==> src/core/ldpc_pkg.sv <==
// Shared constants, types and timing for the LED dimming pulse control block.
// Assumes a single 40 MHz system clock; all pin timing is converted to cycles here.
package ldpc_pkg;

	////////////////////////////////////////////////////////////////////////////////
	// Clock and timing
	localparam int unsigned CLK_HZ          = 40_000_000;
	localparam int unsigned CYC_PER_US      = CLK_HZ / 1_000_000;
	localparam int unsigned SHDN_TIME_US    = 20_000;  // Low time to shutdown, typical
	localparam int unsigned SHDN_MIN_US     = 12_500;  // Must not trip earlier
	localparam int unsigned SHDN_MAX_US     = 30_000;  // Must trip by then
	localparam int unsigned SHDN_CYCLES     = SHDN_TIME_US * CYC_PER_US;
	localparam int unsigned SHDN_MIN_CYCLES = (SHDN_MIN_US * CYC_PER_US) + 1;
	localparam int unsigned SHDN_MAX_CYCLES = SHDN_MAX_US * CYC_PER_US;
	localparam int unsigned TIMER_W         = 20;
	localparam int unsigned PUMP_DWELL      = 64;      // Settle cycles before a further gain step

	////////////////////////////////////////////////////////////////////////////////
	// Dimming and channels
	localparam int unsigned CHANNELS        = 6;
	localparam int unsigned COUNT_W         = 5;
	localparam int unsigned LEVEL_W         = 6;
	localparam logic [LEVEL_W-1:0] LEVEL_FULL = 6'h20;  // 32/32 of full scale
	localparam logic [COUNT_W-1:0] COUNT_RST  = 5'h00;
	localparam logic [COUNT_W-1:0] COUNT_LAST = 5'h1f;

	////////////////////////////////////////////////////////////////////////////////
	// Types
	typedef enum logic [1:0] {
		LDPC_PUMP_1X,
		LDPC_PUMP_1X33,
		LDPC_PUMP_1X5,
		LDPC_PUMP_2X
	} ldpc_pump_mode_t;

	// Asynchronous pin and comparator levels, carried together through the synchroniser
	typedef struct packed {
		logic dim_pulse;     // Dimming pulse input, active high
		logic pwm_gate;      // PWM gate input, active high
		logic supply_low;    // Supply below undervoltage threshold
		logic reg_short;     // Some channel can no longer be regulated
		logic unity_ok;      // Supply sufficient for unity gain, hysteresis applied
	} ldpc_pins_t;

	typedef struct packed {
		ldpc_pins_t                 sync1;
		ldpc_pins_t                 sync2;
		logic                       dim_prev;
		logic                       enabled;
		logic [COUNT_W-1:0]         count;
		logic [TIMER_W-1:0]         dim_low;
		logic [TIMER_W-1:0]         pwm_low;
		logic [CHANNELS-1:0]        sink_en;
		logic [CHANNELS-1:0]        sink_hiz;
		logic [LEVEL_W-1:0]         level;
	} ldpc_state_t;

	typedef struct packed {
		ldpc_pump_mode_t            mode;
		logic [7:0]                 dwell;
	} ldpc_pump_state_t;

endpackage

==> src/core/ldpc_pump_seq.sv <==
// Charge pump gain sequencer: steps up one gain at a time, drops straight to unity.
// Assumes its level inputs are already synchronised to i_clk_sys.
module ldpc_pump_seq #(
	parameter int unsigned P_DWELL = ldpc_pkg::PUMP_DWELL
) (
	input  wire logic                   i_clk_sys,
	input  wire logic                   i_rst_n,
	input  wire logic                   i_run,
	input  wire logic                   i_reg_short,
	input  wire logic                   i_unity_ok,
	output ldpc_pkg::ldpc_pump_mode_t   o_mode
);

	if (P_DWELL < 1 || P_DWELL > 255) begin : g_chk
		$error("P_DWELL must be 1..255");
	end

	localparam logic [7:0] DWELL_LAST = 8'(P_DWELL - 1);

	ldpc_pkg::ldpc_pump_state_t st;
	ldpc_pkg::ldpc_pump_state_t next_st;

	////////////////////////////////////////////////////////////////////////////////
	// Next mode; the dwell keeps one short report from skipping several gains
	always_comb begin
		next_st = st;
		if (st.dwell != 8'h00) begin
			next_st.dwell = st.dwell - 8'h01;
		end
		if (!i_run) begin
			next_st.mode  = ldpc_pkg::LDPC_PUMP_1X;
			next_st.dwell = 8'h00;
		end else if (i_unity_ok && st.mode != ldpc_pkg::LDPC_PUMP_1X) begin
			next_st.mode  = ldpc_pkg::LDPC_PUMP_1X;  // Never via an intermediate gain
			next_st.dwell = DWELL_LAST;
		end else if (i_reg_short && !i_unity_ok && st.dwell == 8'h00) begin
			next_st.dwell = DWELL_LAST;
			case (st.mode)  // One gain step at a time
				ldpc_pkg::LDPC_PUMP_1X:   next_st.mode = ldpc_pkg::LDPC_PUMP_1X33;
				ldpc_pkg::LDPC_PUMP_1X33: next_st.mode = ldpc_pkg::LDPC_PUMP_1X5;
				ldpc_pkg::LDPC_PUMP_1X5:  next_st.mode = ldpc_pkg::LDPC_PUMP_2X;
				default:                  next_st.mode = ldpc_pkg::LDPC_PUMP_2X;
			endcase
		end
	end

	always_ff @(posedge i_clk_sys or negedge i_rst_n) begin
		if (!i_rst_n) begin
			st <= '{mode: ldpc_pkg::LDPC_PUMP_1X, dwell: 8'h00};
		end else begin
			st <= next_st;
		end
	end

	assign o_mode = st.mode;
endmodule

==> src/core/ldpc_top.sv <==
// LED dimming pulse control: enable, 32-level pulse dimming, PWM gating, shutdown.
// Assumes pins and analog comparator flags arrive asynchronously to i_clk_sys.
// Channel sinks themselves are analog; this block drives their enable and level code.

// Notes on behaviour
// - Pump starts in unity gain and stays while all channels regulate.
// - On regulation loss pump steps 1.33x, then 1.5x, then 2x.
// - Sufficient supply returns pump straight to unity; hysteresis about 300 mV.
// - Supply below undervoltage threshold disables all sinks and shuts down.
// - First dimming rising edge after reset or shutdown enables at full scale.
// - Each later rising edge adds one to n; level is (32 - n)/32.
// - After 31 pulses level is lowest; next edge wraps back to full scale.
// - Dimming count holds pulses since enable and clears on each enable.
// - PWM high passes programmed level to all six channels; low gives zero.
// - Either input low for the shutdown interval forces zero-current shutdown.
// - In shutdown every sink output is high impedance with zero current.
// - Dimming and PWM inputs are both active high.
// - Dimming phases last at least 0.2 us; low phase at most 2000 us.
// - Low-time shutdown trips no earlier than 12.5 ms, no later than 30 ms.
module ldpc_top #(
	parameter int unsigned P_SHDN_CYCLES = ldpc_pkg::SHDN_CYCLES,
	parameter int unsigned P_PUMP_DWELL  = ldpc_pkg::PUMP_DWELL
) (
	input  wire logic                                i_clk_sys,
	input  wire logic                                i_rst_n,
	input  wire logic                                i_dim_pulse,
	input  wire logic                                i_pwm_gate,
	input  wire logic                                i_supply_low,
	input  wire logic                                i_reg_short,
	input  wire logic                                i_unity_ok,
	output logic                                     o_enabled,
	output logic [ldpc_pkg::LEVEL_W-1:0]             o_level,
	output logic [ldpc_pkg::CHANNELS-1:0]            o_sink_en,
	output logic [ldpc_pkg::CHANNELS-1:0]            o_sink_hiz,
	output ldpc_pkg::ldpc_pump_mode_t                o_pump_mode
);

	////////////////////////////////////////////////////////////////////////////////
	// Elaboration checks
	// A small value is allowed so simulation can shorten the timeout
	if (P_SHDN_CYCLES < 2 || P_SHDN_CYCLES > ldpc_pkg::SHDN_MAX_CYCLES
		|| P_SHDN_CYCLES >= (1 << ldpc_pkg::TIMER_W)) begin : g_chk
		$error("P_SHDN_CYCLES out of range");
	end

	localparam logic [ldpc_pkg::TIMER_W-1:0] SHDN_LAST = ldpc_pkg::TIMER_W'(P_SHDN_CYCLES - 1);
	localparam logic [ldpc_pkg::TIMER_W-1:0] TIMER_RST = '0;

	ldpc_pkg::ldpc_state_t st;
	ldpc_pkg::ldpc_state_t next_st;
	ldpc_pkg::ldpc_pins_t  pins;
	logic                  dim_rise;
	logic                  low_trip;

	assign pins = '{dim_pulse: i_dim_pulse, pwm_gate: i_pwm_gate, supply_low: i_supply_low,
		reg_short: i_reg_short, unity_ok: i_unity_ok};

	// Edge and timeout decode on synchronised levels only
	assign dim_rise = st.sync2.dim_pulse && !st.dim_prev;  // Active-high edge
	assign low_trip = (st.dim_low == SHDN_LAST) || (st.pwm_low == SHDN_LAST);

	////////////////////////////////////////////////////////////////////////////////
	// Next state
	always_comb begin
		next_st          = st;
		next_st.sync1    = pins;  // Sampled every cycle, so 0.2 us phases are never missed
		next_st.sync2    = st.sync1;
		next_st.dim_prev = st.sync2.dim_pulse;

		// Low timers restart whenever their input is seen high
		next_st.dim_low = TIMER_RST;
		next_st.pwm_low = TIMER_RST;
		if (st.enabled && !st.sync2.dim_pulse && st.dim_low != SHDN_LAST) begin
			next_st.dim_low = st.dim_low + 20'h00001;
		end
		if (st.enabled && !st.sync2.pwm_gate && st.pwm_low != SHDN_LAST) begin
			next_st.pwm_low = st.pwm_low + 20'h00001;
		end

		if (st.sync2.supply_low) begin
			next_st.enabled = 1'b0;  // Undervoltage wins over everything
		end else if (st.enabled && low_trip) begin
			next_st.enabled = 1'b0;  // Held low too long
			next_st.dim_low = TIMER_RST;
			next_st.pwm_low = TIMER_RST;
		end else if (!st.enabled && dim_rise) begin
			next_st.enabled = 1'b1;  // First edge enables at full scale
			next_st.count   = ldpc_pkg::COUNT_RST;
		end else if (st.enabled && dim_rise) begin
			next_st.count = st.count + 5'h01;  // 31 wraps to 0 by width
		end

		// Outputs follow the new state so each is a flop with no extra lag
		next_st.level    = ldpc_pkg::LEVEL_FULL - {1'b0, next_st.count};
		next_st.sink_en  = {ldpc_pkg::CHANNELS{next_st.enabled && st.sync2.pwm_gate}};
		next_st.sink_hiz = {ldpc_pkg::CHANNELS{!next_st.enabled}};
	end

	////////////////////////////////////////////////////////////////////////////////
	// State register
	always_ff @(posedge i_clk_sys or negedge i_rst_n) begin
		if (!i_rst_n) begin
			st          <= '0;
			st.level    <= ldpc_pkg::LEVEL_FULL;
			st.sink_hiz <= '1;
		end else begin
			st <= next_st;
		end
	end

	assign o_enabled  = st.enabled;
	assign o_level    = st.level;
	assign o_sink_en  = st.sink_en;
	assign o_sink_hiz = st.sink_hiz;

	////////////////////////////////////////////////////////////////////////////////
	// Charge pump gain sequencing
	ldpc_pump_seq #(
		.P_DWELL     (P_PUMP_DWELL)
	) u_pump (
		.i_clk_sys   (i_clk_sys),
		.i_rst_n     (i_rst_n),
		.i_run       (st.enabled),
		.i_reg_short (st.sync2.reg_short),
		.i_unity_ok  (st.sync2.unity_ok),
		.o_mode      (o_pump_mode)
	);
endmodule

==> config.mk <==
export PLATFORM = sky130hd
export DESIGN_NAME = ldpc_top
export DESIGN_NICKNAME = d
export VERILOG_FILES = /design/src/core/ldpc_pkg.sv /design/src/core/ldpc_pump_seq.sv /design/src/core/ldpc_top.sv
export SDC_FILE = /design/constraint.sdc
export NUM_CORES = 1
export LEC_CHECK = 0
export BUFFER_PORTS_ARGS = -buffer_cell sky130_fd_sc_hd__buf_2
export CORE_MARGIN = 5
export CORE_UTILIZATION = 45
export CTS_BUF_LIST = sky130_fd_sc_hd__clkbuf_4 sky130_fd_sc_hd__clkbuf_8
export DETAILED_ROUTE_END_ITERATION = 12
export HOLD_SLACK_MARGIN = 0.06
export PLACE_DENSITY_LB_ADDON = 0.25
export SYNTH_ARGS = -nofsm -noshare
export SYNTH_HDL_FRONTEND = slang
export SYNTH_SLANG_ARGS = --single-unit
==> constraint.sdc <==
create_clock -name i_clk_sys -period 3.3 [get_ports i_clk_sys]
set_input_delay 0.165 -clock i_clk_sys [delete_from_list [all_inputs] [get_ports i_clk_sys]]
set_output_delay 0.165 -clock i_clk_sys [all_outputs]
set_load 0.01 [all_outputs]
After elaboration in Yosys (flattened, before gate mapping). Cells that the tools add are included. Widths: inputs -> output; s select.

Register bits after elaboration: 75. Latch bits: 0. Bits in writable memories: 0. Bits in read-only memories: 0. Logic and storage cells: 70. Memories kept: 0.

$add $sub $neg: 5. Multipliers: 0. Divide/modulo/power cells: 0. $lt $le $gt $ge: 0. Equal/unequal tests: 7. Shift operators: 0. Multiplexer cells: 15. Bitwise operators: 0. Reductions and logical operators: 23.

Operators by type and width (count): $mux 45 (1); $add 20x1->20 const B (2); $eq 20x20->1 const B (2); $mux 20 (2); $mux 40 (1); $ne 20x20->1 const B (2); $mux 10 (3); $mux 5 (3); $logic_and 1x1->1 (12); $logic_not 8->1 (1); $mux 8 (1); $reduce_bool 8->1 (1); $sub 8x1->8 const B (1); $logic_not 1->1 (6); $sub 6x5->6 const A (1); $add 5x1->5 const B (1); $ne 4x1->1 const B (1); $pmux 2 s2 (1); $mux 1 (3); $ne 3x1->1 const B (1); $eq 2x1->1 const B (1); $logic_not 2->1 (1); $reduce_bool 2->1 (1); $logic_or 1x1->1 (1).

Depth between registers and ports, before layout.
Depth after elaboration: 8. Gate-level depth with buffers: 12.

By module. A second synthesis with hierarchy kept.

Cell total of the unflattened synthesis: 360. Area total of the unflattened synthesis: 3674.8 sq um.

By module, submodules not included: ldpc_top (times used 1, cells each 302, area each 3072.9 sq um, sequential area each 1604.0 sq um); ldpc_pump_seq (times used 1, cells each 58, area each 601.8 sq um, sequential area each 250.2 sq um).

Worst setup path after synthesis. Ideal clock, no wire load.

Kind: flip-flop to flip-flop. Start: register st[47] (netlist name). End: register st, in the netlist o_level[4]. Setup time: 0.138 ns. Arrival: 2.189 ns. Path slack: 0.972 ns. Stages on the path, launching flop included: 11. Period minus slack after synthesis: 2.328 ns. Cells stage by stage: dfrtp_1 or4b_1 and4bb_1 a22oi_2 o21bai_1 a21o_1 inv_1 ha_1 inv_1 nor3_2 xnor2_1.

RTL lines: start, declared (RTL line ldpc_top.sv:49) `ldpc_pkg::ldpc_state_t st;`; start signal, assigned (RTL line ldpc_top.sv:107) `st <= next_st;`.

==> metrics <==
Slew headroom=0.383; static leakage=1.71 nW; CP Buf/Inv Count=1; drt drc=0; Worst setup EP type=flip-flop; setup TNS after final layout=0 ns; Setup Fix Bufs, Post-CTS=0; class of the worst hold path=reg -> reg; Overall Global Routing Usage=0.136; reg-to-reg endpoint=o_level[4]$_DFF_PN0_; number of buffers created by CTS=9; maximum net fanout on the critical path=4; layout cell share with drive strength beyond 1=0.165; setup repair after global routing missed its margin=no; VDD IR max=0.000168 V; per-cell routed wire length=12.6 µm; final clock skew=0.0130 ns; syn nets=361; via count=2,400; dominant synthesized flop cell=sky130_fd_sc_hd__dfrtp_1; fin nets=383; number of rows in the core area=32; hold violation count in the final report=0; crit-path max cell delay=0.55 ns; Chip Width=98.4 µm; post-synthesis share of cell area spent on xor and xnor gates=0.0970; cell at the root of the clock tree=sky130_fd_sc_hd__clkbuf_8; count of flip-flops with a built-in enable after synthesis=0; worst-path cell chain=or4b_1, nor4_1, nand3_1, nand2_1, nor2_1, a22oi_1, ha_1, inv_1, nor3_2, xnor2_1; Crit. Startpoint=st[47]$_DFF_PN0_; height of the die=98.4 µm; overall die area=9690 µm²; vias in the first global route=2,437; wire length of the first global-routing pass=10,800 µm; sequential element share of the synthesized area=0.527; half-perimeter wire length of the detailed placement result=4110 µm; # Max-Cap Violations=0; clock slew at the register clock pins of the worst setup and hold paths=0.07 ns; met1 Track Usage GR=0.180; met3 layer usage reported by global route=0.0439; Critical-path top delay cell=sky130_fd_sc_hd__or4b_1; number of buffers on the longest clock path=2; yosys synthesis warning count=0; I/O pins=28; initial core utilization=0.458; number of distinct library cell variants in the gate-level netlist after synthesis=46; top library cells by usage in the layout, fill and taps aside=sky130_fd_sc_hd__dfrtp_1, sky130_fd_sc_hd__nor2_1, sky130_fd_sc_hd__nand2_1, sky130_fd_sc_hd__buf_2, sky130_fd_sc_hd__xnor2_1; overall power after layout=1.84 mW; GPL Wtd Cong=0.830; largest family of logic cells by synthesized area=simple AND/OR/NAND/NOR gates; mean cell area of the mapped netlist=10.1 µm²; leading cell type in the layout, fill and taps excluded=sky130_fd_sc_hd__dfrtp_1; cells after synthesis=349; Min-Delay Startpoint=next_st[68]$_DFF_PN0_; setup slack of the most critical reg-to-reg path=0.76 ns; pin count of the biggest net entering global routing=75; post-route minimum period=2.54 ns; global route total overflow=0; Detailed Route Iter0 Violations=86; antenna violations before repair=0; cell area after technology mapping=3520 µm²; final wirelength=6000 µm; worst-case reg-to-reg path depth=10; number of fillers in the final layout=709; highest clock frequency the design can meet=394 MHz; number of port buffers=27; CORE AREA=7690 µm²; antenna fix cells=0; grt met2 use=0.210; share of synthesized area spent on multiplexers=0.00284; Critical Path RT=3.50 ns; Most Crowded Layer GR=met2; Max H-tree Level=3; slew at the pin closest to its max-slew limit=0.925 ns; cell family with the largest share of critical-path delay=simple AND/OR/NAND/NOR gates; TritonCTS clock tree=done; total power per unit cell area=478 nW/µm²; Sink Count=74; number of endpoints failing setup at the final stage=0; status=finished, final reports clean; startpoint of the lowest-slack register-to-register path=st[47]$_DFF_PN0_; crit path to=o_level[4]$_DFF_PN0_; simple-gate portion of the synthesized area=0.213; detailed-router iteration count before antenna repair=4; critical path launch point type=flip-flop; DRT antenna net count=0; synthesized-area fraction occupied by adder cells=0.0178; stages on the worst setup path=10; layout-stage area growth over the synthesis result=9.74%; Via-to-Cell Ratio=5.03; FFs w/ async S/R, synth=1.00; worst skew pair latency=0.34 ns; final slew viol count=0; compound-cell area share of the yosys netlist=0.0768; Setup Crit Path Kind=reg -> reg; CP Data Arrival Time=2.73 ns; number of synthesized register bits=74; final cycle utilization of the critical path=0.769
==> worst register-to-register path, cell delays in order (launching register included) <==
cell and delay [ns]:
sky130_fd_sc_hd__dfrtp_1 0.41, sky130_fd_sc_hd__or4b_1 0.55, sky130_fd_sc_hd__nor4_1 0.26, sky130_fd_sc_hd__nand3_1 0.16
sky130_fd_sc_hd__nand2_1 0.13, sky130_fd_sc_hd__nor2_1 0.09, sky130_fd_sc_hd__a22oi_1 0.26, sky130_fd_sc_hd__ha_1 0.22
sky130_fd_sc_hd__inv_1 0.06, sky130_fd_sc_hd__nor3_2 0.19, sky130_fd_sc_hd__xnor2_1 0.08
==> what timing repair did <==
action / in CTS / in global routing
hold endpoints to repair: 77 / 0
hold buffers: 6 / 0
gates resized for setup: 0 / 0
==> area by class of cell <==
cell class / instances / area (µm²) / share of cell area
clock inverter: 3 / 17.5 / 0.00454
timing repair buffer: 36 / 220 / 0.0570
sequential: 74 / 1850 / 0.480
inverter: 17 / 63.8 / 0.0165
multi-input combinational: 233 / 1430 / 0.371
clock buffer: 12 / 146 / 0.0379
tap: 102 / 128 / 0.0330
==> stage by stage <==
| stage | utilization | hold WS, ns | instance area (µm²) | setup slack, ns | instances |
|---|---|---|---|---|---|
| floorplan | - | -0.131 | 3520 | 0.972 | 349 |
| global placement | 0.473 | 0.273 | 3640 | 0.848 | 456 |
| detailed placement | 0.473 | 0.275 | 3640 | 0.745 | 456 |
| CTS | 0.502 | 0.354 | 3860 | 0.714 | 477 |
| global route | 0.502 | 0.356 | 3860 | 0.497 | 477 |
| finish | 0.502 | 0.352 | 3860 | 0.762 | 477 |
==> power by group <==
part	total, mW	internal [mW]	switching [mW]	leakage, nW
Clock	0.596	0.292	0.305	0.0865
Sequential	0.976	0.948	0.0287	0.994
Combinational	0.272	0.123	0.148	0.625
==> cells in the mapped netlist (2+ instances only) <==
| library cell | count | area, µm² |
|---|---|---|
| sky130_fd_sc_hd__nand2b_1 | 2 | 12.5 |
| sky130_fd_sc_hd__nor3_1 | 6 | 30.0 |
| sky130_fd_sc_hd__xnor2_1 | 20 | 175 |
| sky130_fd_sc_hd__nand2_1 | 26 | 97.6 |
| sky130_fd_sc_hd__and3_1 | 9 | 56.3 |
| sky130_fd_sc_hd__buf_4 | 20 | 150 |
| sky130_fd_sc_hd__dfstp_2 | 2 | 52.6 |
| sky130_fd_sc_hd__clkbuf_1 | 5 | 18.8 |
| sky130_fd_sc_hd__nor2_1 | 59 | 221 |
| sky130_fd_sc_hd__or3b_2 | 2 | 17.5 |
| sky130_fd_sc_hd__nor4bb_1 | 2 | 20.0 |
| sky130_fd_sc_hd__ha_1 | 5 | 62.6 |
| sky130_fd_sc_hd__a21oi_1 | 14 | 70.1 |
| sky130_fd_sc_hd__a31oi_1 | 3 | 18.8 |
| sky130_fd_sc_hd__nand4_1 | 4 | 25.0 |
| sky130_fd_sc_hd__xor2_1 | 19 | 166 |
| sky130_fd_sc_hd__o31ai_1 | 2 | 15.0 |
| sky130_fd_sc_hd__dfrtp_1 | 72 | 1800 |
| sky130_fd_sc_hd__and4_1 | 2 | 17.5 |
| sky130_fd_sc_hd__nand3_1 | 19 | 95.1 |
| sky130_fd_sc_hd__o2111ai_1 | 2 | 17.5 |
| sky130_fd_sc_hd__or2_2 | 2 | 12.5 |
| sky130_fd_sc_hd__or3_1 | 5 | 31.3 |
| sky130_fd_sc_hd__inv_1 | 17 | 63.8 |
| sky130_fd_sc_hd__o21ai_0 | 9 | 45.0 |
==> cells by family (layout without fill, tap and decap cells) <==
family                   Yosys count  after routing
AO/OA/AOI/OAI                     38             38
XOR/XNOR                          39             39
adder cells (fa/ha/maj)            5              5
buffers and inverters             42             68
flip-flops                        74             74
multiplexers                       1              1
AND/OR/NAND/NOR                  150            150
==> worst min path at each step <==
stage	end	slack, ns	cells past startpoint
6_report	st[68]$_DFF_PN0_	0.35	0
5_1_grt	st[68]$_DFF_PN0_	0.36	0
4_1_cts	st[68]$_DFF_PN0_	0.35	0
3_5_place_dp	next_st[68]$_DFF_PN0_	0.27	1
3_3_place_gp	next_st[65]$_DFF_PN0_	0.27	1
2_1_floorplan	next_st[64]$_DFF_PN0_	-0.13	0
==> registers in the layout, indices dropped and copies added (netlist names) <==
register / count
st: 49
next_st: 6
o_sink_hiz: 1
o_sink_en: 1
o_enabled: 1
u_pump.st: 8
o_level: 6
u_pump.o_mode: 2
==> routing by layer <==
layer / up-vias / share of wire
li1: 1197 / -
met2: 38 / 0.44
met4: 0 / 0.018
met3: 8 / 0.040
met1: 1157 / 0.50
met5: - / 0
Power figures use the tool's default switching activity.
